<file path="src/shared/intr_reset_pkg.sv">
// What this block does
// - Fault select writable only from Secure state
// - Fault select steers bus error, fault, NMI
// - Fault select resets to zero
// - Shared bits held once, not per state
// - Bits 10:8 hold read-write priority split
// - Priority split banked per security state
// - Reset gate Secure-only, Non-secure reads zero
// - Reset gate limits reset request to Secure
// - Reset gate cleared on warm reset
// - Writing one to bit 2 requests reset
// - Request bit open to both when ungated
// - Gated request: Non-secure reads zero, ignored
// - Debug clear bit write-only, reads zero
// - Writes need key 0x5FA; key reads 0xFA05
// - Split n makes bits 7:n+1 group
// - Pre-emption compares group priority only
//
// Purpose: Constants for the interrupt and reset control register block.
// Assumes: APB slave, 32-bit data, security state taken from pprot[1].
// Notes:   Register offset is a local choice, not a fixed address.

// ==========================================================================
// Package
// ==========================================================================
package intr_reset_pkg;

	// Bus geometry
	localparam int unsigned ADDR_W     = 12;
	localparam int unsigned DATA_W     = 32;
	localparam int unsigned PRIO_W     = 8;
	localparam int unsigned SPLIT_W    = 3;

	// Register offset (byte address)
	localparam logic [ADDR_W-1:0] CTRL_OFFSET = 12'h00C;

	// Field positions
	localparam int unsigned KEY_MSB       = 31;
	localparam int unsigned KEY_LSB       = 16;
	localparam int unsigned HIGH_RSV_MSB  = 15;
	localparam int unsigned HIGH_RSV_LSB  = 14;
	localparam int unsigned BIT_FAULT_SEL = 13;
	localparam int unsigned MID_RSV_MSB   = 12;
	localparam int unsigned MID_RSV_LSB   = 11;
	localparam int unsigned SPLIT_MSB     = 10;
	localparam int unsigned SPLIT_LSB     = 8;
	localparam int unsigned LOW_RSV_MSB   = 7;
	localparam int unsigned LOW_RSV_LSB   = 4;
	localparam int unsigned BIT_GATE      = 3;
	localparam int unsigned BIT_REQ       = 2;
	localparam int unsigned BIT_DBG_CLR   = 1;
	localparam int unsigned BIT_RSV0      = 0;

	// Key values
	localparam logic [15:0] KEY_WRITE = 16'h05FA;
	localparam logic [15:0] KEY_READ  = 16'hFA05;

	// Reset values
	localparam logic               FAULT_SEL_RST = 1'b0;
	localparam logic               GATE_RST      = 1'b0;
	localparam logic               REQ_RST       = 1'b0;
	localparam logic [SPLIT_W-1:0] SPLIT_RST     = 3'h0;

	// Split value with no group bits at all
	localparam logic [SPLIT_W-1:0] SPLIT_NONE = 3'h7;

	// Security state of an access
	typedef enum logic {SEC_SECURE, SEC_NONSECURE} sec_state_t;

	// Mask of group priority bits for a split value
	function automatic logic [PRIO_W-1:0] group_mask(input logic [SPLIT_W-1:0] split);
		logic [PRIO_W-1:0] m;
		m = 8'hFF;
		if (split == SPLIT_NONE) begin
			m = 8'h00;
		end else begin
			m = 8'hFF << (split + 3'h1);
		end
		return m;
	endfunction

endpackage

</file>
<file path="src/rtl/priority_split.sv">
// Purpose: Splits two priorities at the binary point and decides pre-emption.
// Assumes: Lower numeric value means higher urgency.
// Notes:   Purely combinational; the result is registered by the caller.

`timescale 1ns/1ps

// ==========================================================================
// Priority split and compare
// ==========================================================================
module priority_split
	import intr_reset_pkg::*;
(
	// Split point
	input  wire logic [SPLIT_W-1:0] i_split,
	// Priorities to compare
	input  wire logic [PRIO_W-1:0]  i_new_prio,
	input  wire logic [PRIO_W-1:0]  i_active_prio,
	// Results
	output logic      [PRIO_W-1:0]  o_new_group,
	output logic                    o_preempt
);

	wire logic [PRIO_W-1:0] mask;       // Group bit mask
	wire logic [PRIO_W-1:0] act_group;  // Active group priority

	// Bits above the split are group, the rest subpriority
	assign mask        = group_mask(i_split);
	assign o_new_group = i_new_prio & mask;
	assign act_group   = i_active_prio & mask;

	// Subpriority is masked away, so ties never pre-empt
	assign o_preempt   = (o_new_group < act_group);

endmodule

</file>
<file path="src/rtl/secure_int_reset_ctrl_low.sv">
// Purpose: Interrupt and reset control register, lower half, two security states.
// Assumes: APB slave; pprot[1] high marks a Non-secure access.
// Notes:   Zero wait states; read data captured in the setup cycle.

`timescale 1ns/1ps

// ==========================================================================
// Top module
// ==========================================================================
module secure_int_reset_ctrl_low
	import intr_reset_pkg::*;
(
	// Clock and warm reset
	input  wire logic              i_clk,
	input  wire logic              i_rst_n,
	// APB slave
	input  wire logic              i_psel,
	input  wire logic              i_penable,
	input  wire logic              i_pwrite,
	input  wire logic [ADDR_W-1:0] i_paddr,
	input  wire logic [DATA_W-1:0] i_pwdata,
	input  wire logic [2:0]        i_pprot,
	output logic      [DATA_W-1:0] o_prdata,
	output logic                   o_pready,
	output logic                   o_pslverr,
	// Pre-emption query from the exception logic
	input  wire logic              i_cmp_nonsecure,
	input  wire logic [PRIO_W-1:0] i_new_prio,
	input  wire logic [PRIO_W-1:0] i_active_prio,
	output logic                   o_preempt,
	output logic      [PRIO_W-1:0] o_new_group,
	// Security targeting of faults and NMI
	output logic                   o_bus_fault_nonsecure,
	output logic                   o_nmi_nonsecure,
	output logic                   o_fault_target_nonsecure,
	// Split points for each state
	output logic      [SPLIT_W-1:0] o_split_secure,
	output logic      [SPLIT_W-1:0] o_split_nonsecure,
	// Reset and debug requests
	output logic                   o_sys_reset_req,
	output logic                   o_debug_clear_active
);

	// ======================================================================
	// State
	// ======================================================================
	logic               fault_nmi_nonsecure_select;  // Shared copy
	logic [SPLIT_W-1:0] split_secure;                // Secure bank
	logic [SPLIT_W-1:0] split_nonsecure;             // Non-secure bank
	logic               reset_request_secure_only;   // Shared gate
	logic               system_reset_request;        // Sticky request
	logic               debug_pulse;                 // One-cycle strobe
	logic [DATA_W-1:0]  read_data;                   // Captured read word
	logic               preempt;                     // Registered result
	logic [PRIO_W-1:0]  new_group;                   // Registered group

	// ======================================================================
	// Bus decode
	// ======================================================================
	sec_state_t         acc_state;     // State of the current access
	wire logic          is_secure;     // Access from Secure state
	wire logic          addr_hit;      // Register addressed
	wire logic          setup_phase;   // First cycle of a transfer
	wire logic          access_phase;  // Completing cycle
	wire logic          key_ok;        // Write key matches
	wire logic          write_ok;      // Write accepted
	wire logic          req_allowed;   // State may use the reset request

	assign acc_state    = i_pprot[1] ? SEC_NONSECURE : SEC_SECURE;
	assign is_secure    = (acc_state == SEC_SECURE);
	assign addr_hit     = (i_paddr == CTRL_OFFSET);
	assign setup_phase  = i_psel & ~i_penable;
	assign access_phase = i_psel & i_penable;
	// Without the key the whole write is dropped
	assign key_ok       = (i_pwdata[KEY_MSB:KEY_LSB] == KEY_WRITE);
	assign write_ok     = access_phase & i_pwrite & addr_hit & key_ok;
	// Gate closed locks Non-secure out of the request
	assign req_allowed  = is_secure | ~reset_request_secure_only;

	// Zero wait states; unmapped address answers with an error
	assign o_pready  = 1'b1;
	assign o_pslverr = access_phase & ~addr_hit;

	// ======================================================================
	// Next values
	// ======================================================================
	wire logic               next_fault_sel;   // Fault select
	wire logic [SPLIT_W-1:0] next_split_s;     // Secure split
	wire logic [SPLIT_W-1:0] next_split_ns;    // Non-secure split
	wire logic               next_gate;        // Reset gate
	wire logic               next_req;         // Reset request
	wire logic               next_debug;       // Debug strobe

	// Only Secure writes move the fault select
	assign next_fault_sel = (write_ok & is_secure) ?
		i_pwdata[BIT_FAULT_SEL] : fault_nmi_nonsecure_select;
	// Each state reaches its own bank only
	assign next_split_s   = (write_ok & is_secure) ?
		i_pwdata[SPLIT_MSB:SPLIT_LSB] : split_secure;
	assign next_split_ns  = (write_ok & ~is_secure) ?
		i_pwdata[SPLIT_MSB:SPLIT_LSB] : split_nonsecure;
	// Non-secure writes to the gate are ignored
	assign next_gate      = (write_ok & is_secure) ?
		i_pwdata[BIT_GATE] : reset_request_secure_only;
	// Writing one sets; writing zero never withdraws a pending request
	assign next_req       = system_reset_request |
		(write_ok & req_allowed & i_pwdata[BIT_REQ]);
	// Writers must keep this zero; a one only raises a strobe
	assign next_debug     = write_ok & i_pwdata[BIT_DBG_CLR];

	// ======================================================================
	// Read word
	// ======================================================================
	wire logic [DATA_W-1:0]  read_word;   // Value seen by this access
	wire logic [SPLIT_W-1:0] split_view;  // Bank of the accessing state

	assign split_view = is_secure ? split_secure : split_nonsecure;
	assign read_word[KEY_MSB:KEY_LSB]           = KEY_READ;
	assign read_word[HIGH_RSV_MSB:HIGH_RSV_LSB] = 2'h0;
	assign read_word[BIT_FAULT_SEL]             = fault_nmi_nonsecure_select;
	assign read_word[MID_RSV_MSB:MID_RSV_LSB]   = 2'h0;
	assign read_word[SPLIT_MSB:SPLIT_LSB]       = split_view;
	assign read_word[LOW_RSV_MSB:LOW_RSV_LSB]   = 4'h0;
	// Gate invisible from Non-secure state
	assign read_word[BIT_GATE]    = reset_request_secure_only & is_secure;
	assign read_word[BIT_REQ]     = system_reset_request & req_allowed;
	assign read_word[BIT_DBG_CLR] = 1'b0;
	assign read_word[BIT_RSV0]    = 1'b0;

	// ======================================================================
	// Registers
	// ======================================================================
	// One copy of each shared bit, all cleared by warm reset
	always_ff @(posedge i_clk or negedge i_rst_n) begin
		if (!i_rst_n) begin
			fault_nmi_nonsecure_select <= FAULT_SEL_RST;
			reset_request_secure_only  <= GATE_RST;
			system_reset_request       <= REQ_RST;
			debug_pulse                <= 1'b0;
		end else begin
			fault_nmi_nonsecure_select <= next_fault_sel;
			reset_request_secure_only  <= next_gate;
			system_reset_request       <= next_req;
			debug_pulse                <= next_debug;
		end
	end

	// Banked split points
	always_ff @(posedge i_clk or negedge i_rst_n) begin
		if (!i_rst_n) begin
			split_secure    <= SPLIT_RST;
			split_nonsecure <= SPLIT_RST;
		end else begin
			split_secure    <= next_split_s;
			split_nonsecure <= next_split_ns;
		end
	end

	// Read data captured in setup; no write can land before access ends
	always_ff @(posedge i_clk or negedge i_rst_n) begin
		if (!i_rst_n) begin
			read_data <= 32'h0000_0000;
		end else if (setup_phase & ~i_pwrite) begin
			read_data <= addr_hit ? read_word : 32'h0000_0000;
		end
	end

	// ======================================================================
	// Pre-emption
	// ======================================================================
	wire logic [SPLIT_W-1:0] cmp_split;   // Bank for the query
	wire logic               cmp_result;  // Raw compare
	wire logic [PRIO_W-1:0]  cmp_group;   // Raw group

	assign cmp_split = i_cmp_nonsecure ? split_nonsecure : split_secure;

	priority_split u_split (
		.i_split       (cmp_split),
		.i_new_prio    (i_new_prio),
		.i_active_prio (i_active_prio),
		.o_new_group   (cmp_group),
		.o_preempt     (cmp_result)
	);

	// Result registered so the outputs come from flops
	always_ff @(posedge i_clk or negedge i_rst_n) begin
		if (!i_rst_n) begin
			preempt   <= 1'b0;
			new_group <= 8'h00;
		end else begin
			preempt   <= cmp_result;
			new_group <= cmp_group;
		end
	end

	// ======================================================================
	// Outputs
	// ======================================================================
	// One bit steers all three targets together
	assign o_bus_fault_nonsecure    = fault_nmi_nonsecure_select;
	assign o_nmi_nonsecure          = fault_nmi_nonsecure_select;
	assign o_fault_target_nonsecure = fault_nmi_nonsecure_select;
	assign o_split_secure           = split_secure;
	assign o_split_nonsecure        = split_nonsecure;
	assign o_sys_reset_req          = system_reset_request;
	assign o_debug_clear_active     = debug_pulse;
	assign o_prdata                 = read_data;
	assign o_preempt                = preempt;
	assign o_new_group              = new_group;
endmodule

</file>
<file path="config.mk">
export PLATFORM = sky130hd
export DESIGN_NAME = secure_int_reset_ctrl_low
export DESIGN_NICKNAME = d
export VERILOG_FILES = /design/src/shared/intr_reset_pkg.sv /design/src/rtl/priority_split.sv /design/src/rtl/secure_int_reset_ctrl_low.sv
export SDC_FILE = /design/constraint.sdc
export NUM_CORES = 1
export LEC_CHECK = 0
export BUFFER_PORTS_ARGS = -buffer_cell sky130_fd_sc_hd__buf_2
export CAP_MARGIN = 20
export CORE_MARGIN = 1
export CORE_UTILIZATION = 45
export CTS_BUF_LIST = sky130_fd_sc_hd__clkbuf_4 sky130_fd_sc_hd__clkbuf_8
export DETAILED_ROUTE_END_ITERATION = 6
export GPL_TIMING_DRIVEN = 0
export PLACE_DENSITY = 0.88
export SKIP_CTS_REPAIR_TIMING = 1
export SLEW_MARGIN = 20
export SYNTH_ARGS = -nofsm -noshare
export SYNTH_HDL_FRONTEND = slang
export SYNTH_HIERARCHICAL = 1
export SYNTH_SLANG_ARGS = --single-unit
export TNS_END_PERCENT = 1
</file>
<file path="constraint.sdc">
create_clock -name i_clk -period 5.8 [get_ports i_clk]
set_clock_uncertainty 0.1 [all_clocks]
set_input_delay 0.58 -clock i_clk [delete_from_list [all_inputs] [get_ports i_clk]]
set_output_delay 0.58 -clock i_clk [all_outputs]
set_load 0.005 [all_outputs]
</file>
## Word level (Yosys, flattened, before mapping)

Cells that the tools add are included.

| storage, ports and cells | value |
|---|---|
| bits in registers | 51 |
| input port bits | 69 |
| output and inout port bits | 54 |
| logic and storage cells | 43 |

| operators by class | value |
|---|---|
| add/subtract/negate cells | 1 |
| order comparisons | 1 |
| equal/unequal tests | 3 |
| shift-type cells | 1 |
| muxes and demuxes | 5 |
| bitwise logic cells | 23 |

Operators by type and width:

| cell | count |
|---|---|
| $mux 32 | 1 |
| $and 8x8->8 | 2 |
| $eq 16x11->1 const B | 1 |
| $and 1x1->1 | 14 |
| $eq 12x4->1 const B | 1 |
| $lt 8x8->1 | 1 |
| $mux 8 | 1 |
| $shl 8x3->8 const A | 1 |
| $mux 3 | 2 |
| $not 1->1 | 5 |
| $add 3x1->3 const B | 1 |
| $eq 3x3->1 const B | 1 |
| $or 1x1->1 | 2 |
| $mux 1 | 1 |

## Depth between registers and ports, before layout

| depth | value |
|---|---|
| depth after elaboration | 7 |
| depth in mapped cells | 10 |
| mapped depth without buffers | 10 |

## Cells and area by module

The synthesis kept the hierarchy.

Modules (own cells, without submodules):

| module | instances | cells each | area each (µm²) | sequential area each (µm²) |
|---|---|---|---|---|
| secure_int_reset_ctrl_low | 1 | 112 | 1281.2 | 650.6 |
| priority_split | 1 | 48 | 370.4 | 0.0 |

## Least setup slack after synthesis

No wires, ideal clock.

| timing | value |
|---|---|
| path type | input to register |
| from | input port i_cmp_nonsecure |
| to | register preempt, in the netlist o_preempt |
| setup time | 94 ps |
| arrival | 2443 ps |
| data required time | 5606 ps |
| path slack | 3163 ps |
| cell stages on the path | 10 |
| buffers on the path | 0 |
| cell sequence | mux2_2 > ha_1 > inv_1 > ha_1 > nor3_1 > and2_1 > ha_1 > nand3_1 > nand3_2 > a221oi_2 |

| between the ends | value |
|---|---|
| word-level cells in the longest chain between the ends | 6 |

RTL lines:

| what | line | RTL |
|---|---|---|
| start, declared | secure_int_reset_ctrl_low.sv:27 | `input wire logic i_cmp_nonsecure,` |
| $mux 3 (*) | secure_int_reset_ctrl_low.sv:175 | `assign cmp_split = i_cmp_nonsecure ? split_nonsecure : split_secure;` |
| $add 3x1->3 | intr_reset_pkg.sv:77 | `m = 8'hFF << (split + 3'h1);` |
| $shl 8x3->8 | intr_reset_pkg.sv:77 |  |
| $mux 8 (*) | intr_reset_pkg.sv:74 | `if (split == SPLIT_NONE) begin` |
| $and 8x8->8 (*) | priority_split.sv:28 | `assign o_new_group = i_new_prio & mask;` |
| via cmp_group[2] | secure_int_reset_ctrl_low.sv:173 | `wire logic [PRIO_W-1:0] cmp_group;` |
| $lt 8x8->1 (*) | priority_split.sv:32 | `assign o_preempt = (o_new_group < act_group);` |
| via cmp_result | secure_int_reset_ctrl_low.sv:172 | `wire logic cmp_result;` |
| end signal, assigned | secure_int_reset_ctrl_low.sv:191 | `preempt <= cmp_result;` |
| end, declared | secure_int_reset_ctrl_low.sv:54 | `logic preempt;` |

The timed path passes the listed nets; every way through them passes the cells marked *.
A chain may end at the register's enable or synchronous reset.

## Worst setup path in the final report

| timing | value |
|---|---|
| from | register split_nonsecure[0], in the netlist o_split_nonsecure[0] |
| to | register preempt, in the netlist o_preempt |

| between the ends | value |
|---|---|
| word-level cells in the longest chain between the ends | 6 |

RTL lines:

| what | line | RTL |
|---|---|---|
| start, declared | secure_int_reset_ctrl_low.sv:49 | `logic [SPLIT_W-1:0] split_nonsecure;` |
| start signal, assigned | secure_int_reset_ctrl_low.sv:155 | `split_nonsecure <= next_split_ns;` |
| $mux 3 (*) | secure_int_reset_ctrl_low.sv:175 |  |
| via cmp_split[0] | secure_int_reset_ctrl_low.sv:171 | `wire logic [SPLIT_W-1:0] cmp_split;` |
| $add 3x1->3 | intr_reset_pkg.sv:77 |  |
| $shl 8x3->8 | intr_reset_pkg.sv:77 |  |
| $mux 8 (*) | intr_reset_pkg.sv:74 |  |
| $and 8x8->8 (*) | priority_split.sv:28 |  |
| via cmp_group[2] | secure_int_reset_ctrl_low.sv:173 |  |
| $lt 8x8->1 (*) | priority_split.sv:32 |  |
| via cmp_result | secure_int_reset_ctrl_low.sv:172 |  |

Marks and branches as above.

==> flow_metrics.env <==
export IMPL_synthCells=160
export IMPL_path_max_fanout=4
export IMPL_async_flop_share=1.00
export IMPL_cts_tree="built"
export IMPL_power_frac_comb=0.183
export IMPL_status="finished, final reports clean"
export IMPL_io_pins=123
export IMPL_finalHoldViolCount=0
export IMPL_track_usage=0.188
export IMPL_r2r_start="o_split_nonsecure[0]"
export IMPL_antenna_found_initial=0
export IMPL_synth_edf_count=0
export IMPL_muxShareOfSynthArea=0.100
export IMPL_drtIter0Drc=37
export IMPL_synthAdderAreaFrac=0.0985
export IMPL_yosysWarnings=6
export IMPL_pre_cts_ws_ns=2.81
export IMPL_cts_buffers=3
export IMPL_clock_sink_count=26
export IMPL_crit_type="reg -> reg"
export IMPL_root_buffer="clkbuf_4"
export IMPL_place_inst=314
export IMPL_grt_pass1_wl_um=5860
export IMPL_dieArea_um2=3920
export IMPL_grt_max_degree=27
export IMPL_post_route_cells_drive_above_1_share=0.520
export IMPL_finalWorstSetupSlack_ns=3.12
export IMPL_grt_pass1_vias=1367
export IMPL_setup_tns_final_ns=0
export IMPL_reg2reg_slack_ns=3.12
export IMPL_ys_types=33
export IMPL_maxCapViolCount=0
export IMPL_grt_setup_unrepaired="no"
export IMPL_regToRegEndpoint="o_preempt"
export IMPL_vias=1427
export IMPL_synth_top_flop_cell="dfrtp_1"
export IMPL_via_per_inst=4.50
export IMPL_core_um2=3420
export IMPL_report_final_slew_viol_count=0
export IMPL_synth_xor_area_share=0
export IMPL_max_slew_margin=0.620
export IMPL_pwr_share_seq=0.582
export IMPL_fp_dieW_um=62.6
export IMPL_die_h_um=62.6
export IMPL_yosysSeqAreaShare=0.394
export IMPL_switching_share=0.240
export IMPL_port_buffers=91
export IMPL_start_util=0.484
export IMPL_diodes=0
export IMPL_synth_top_area_share=0.394
export IMPL_post_layout_nonfiller_instances=317
export IMPL_area_delta_synth_final_pct=36.3
export IMPL_critPathLaunchType="register"
export IMPL_layout_common_cells="buf_2, buf_4, dfrtp_1"
export IMPL_yosys_area_share_simple=0.208
export IMPL_worst_pin_slew_ns=0.571
export IMPL_critical_path_endpoint_type="register"
export IMPL_cp_arrival_ns=2.81
export IMPL_synth_area_leaders="dfrtp_1, buf_4, ha_1"
export IMPL_finalCriticalPeriod_ns=2.68
export IMPL_leakage_nw=1.33
export IMPL_clock_latency_ns=0.31
export IMPL_cts_buffer_depth=2
export IMPL_ant_nets=0
export IMPL_setup_viol=0
export IMPL_cts_htree_levels=1
export IMPL_dpl_hpwl_um=2960
export IMPL_internal_power_uw=242
export IMPL_wire_per_inst_um=11.0
export IMPL_synth_seq_cells=26
export IMPL_worstHoldPathType="in -> async"
export IMPL_period_share=0.461
export IMPL_fp_row_count=21
export IMPL_syn_avg_cell_area_um2=10.3
export IMPL_globalplace_congestion=0.871
export IMPL_layout_commonest_cell="buf_2"
export IMPL_totalWireLength_um=3480
export IMPL_drc_errors=0
export IMPL_netlist_area_um2=1650
export IMPL_power_switching_uw=76.4
export IMPL_required_ns=5.93
export IMPL_max_freq_ghz=0.374
export IMPL_power_density_nw_per_um2=141
export IMPL_grt_overflow=0
export IMPL_yosysTopAreaCell="dfrtp_1"
export IMPL_synth_top_family_by_area="simple AND/OR/NAND/NOR gates"
export IMPL_clk_pin_slew_ns=0.13
export IMPL_dr_pass1_iters=4
export IMPL_fin_nets=355
export IMPL_synth_compound_area_frac=0.0447
export IMPL_clkPwrFrac=0.236
export IMPL_max_vdd_ir_drop_uv=59.1
export IMPL_worstRegToRegCells=10
==> cell families after synthesis <==
logic type / count (synthesis)
AOI/OAI and AO/OA: 12
adders and majority gates: 13
buffers and inverters: 36
DFF: 26
muxes: 14
other: 2
and+or+nand+nor: 57
==> how the worst max path moves through the flow <==
| stage | start | end | slack [ns] | cells past startpoint |
|---|---|---|---|---|
| floorplan | i_cmp_nonsecure | o_preempt | 3.16 | 10 |
| detailed placement | i_cmp_nonsecure | o_preempt | 2.81 | 11 |
| CTS | o_split_nonsecure[0] | o_preempt | 3.14 | 10 |
| finish | o_split_nonsecure[0] | o_preempt | 3.12 | 10 |
| global route | o_split_nonsecure[0] | o_preempt | 2.96 | 9 |
| global placement | i_cmp_nonsecure | o_preempt | 2.87 | 11 |
==> power groups by stage <==
stage / Clock (mW) / Combinational, mW / Sequential [mW]
final: 0.0750 / 0.0582 / 0.185
after global routing: 0.0827 / 0.0652 / 0.186
after CTS: 0.0768 / 0.0583 / 0.185
after detailed placement: 0 / 0.0581 / 0.189
after global placement: 0 / 0.0567 / 0.189
after floorplan: 0 / 0.0288 / 0.189
==> cells in the mapped netlist (3+ instances only) <==
cell type,count
and2_1,6
nand3_1,4
a21oi_1,4
nand4bb_1,3
o21ai_0,6
mux2_2,8
dfrtp_1,26
buf_4,28
inv_1,6
ha_1,13
nor2_1,5
nand2_1,19
or4_1,3
mux2_4,3
nand4b_1,3
mux2i_1,3
==> per-layer routing <==
layer / vias to the layer above / wire, µm / global-route usage
li1: 727 / - / -
met1: 641 / 1450 / 0.228
met2: 53 / 1770 / 0.330
met3: 6 / 190 / 0.0219
met4: 0 / 68 / 0.0872
met5: - / 0 / 0
==> per-stage QoR <==
| step | hold slack (ns) | total power, mW | cell area [µm²] | util |
|---|---|---|---|---|
| global placement | 0.358 | 0.245 | 2230 | 0.652 |
| floorplan | 0.184 | 0.218 | 1720 | - |
| detailed placement | 0.376 | 0.247 | 2230 | 0.652 |
| CTS | 0.158 | 0.320 | 2250 | 0.659 |
| global route | 0.166 | 0.334 | 2250 | 0.659 |
| finish | 0.136 | 0.318 | 2250 | 0.659 |
==> critical path: stages (launching register included) <==
cell and delay [ns]:
dfrtp_1 0.45, mux2_2 0.30, ha_1 0.23, inv_1 0.09
ha_1 0.26, nor3_1 0.29, and2_1 0.19, ha_1 0.24
nand3_1 0.10, nand3_2 0.09, a221oi_2 0.25
==> flip-flops by register name, summed over array words and instances (netlist names) <==
signal	cells
o_debug_clear_active	1
o_split_nonsecure	3
o_preempt	1
o_new_group	8
o_prdata	7
o_split_secure	3
o_bus_fault_nonsecure	1
reset_request_secure_only	1
o_sys_reset_req	1
==> final cells by class <==
cell class | count | area, µm²
Buffer | 30 | 225
Sequential cell | 26 | 651
Timing Repair Buffer | 91 | 455
Inverter | 6 | 22.5
Multi-Input combinational cell | 115 | 817
Clock buffer | 3 | 22.5
Tap cell | 46 | 57.6
Fill cell | 292 | 1160
Power figures use the tool's default switching activity.
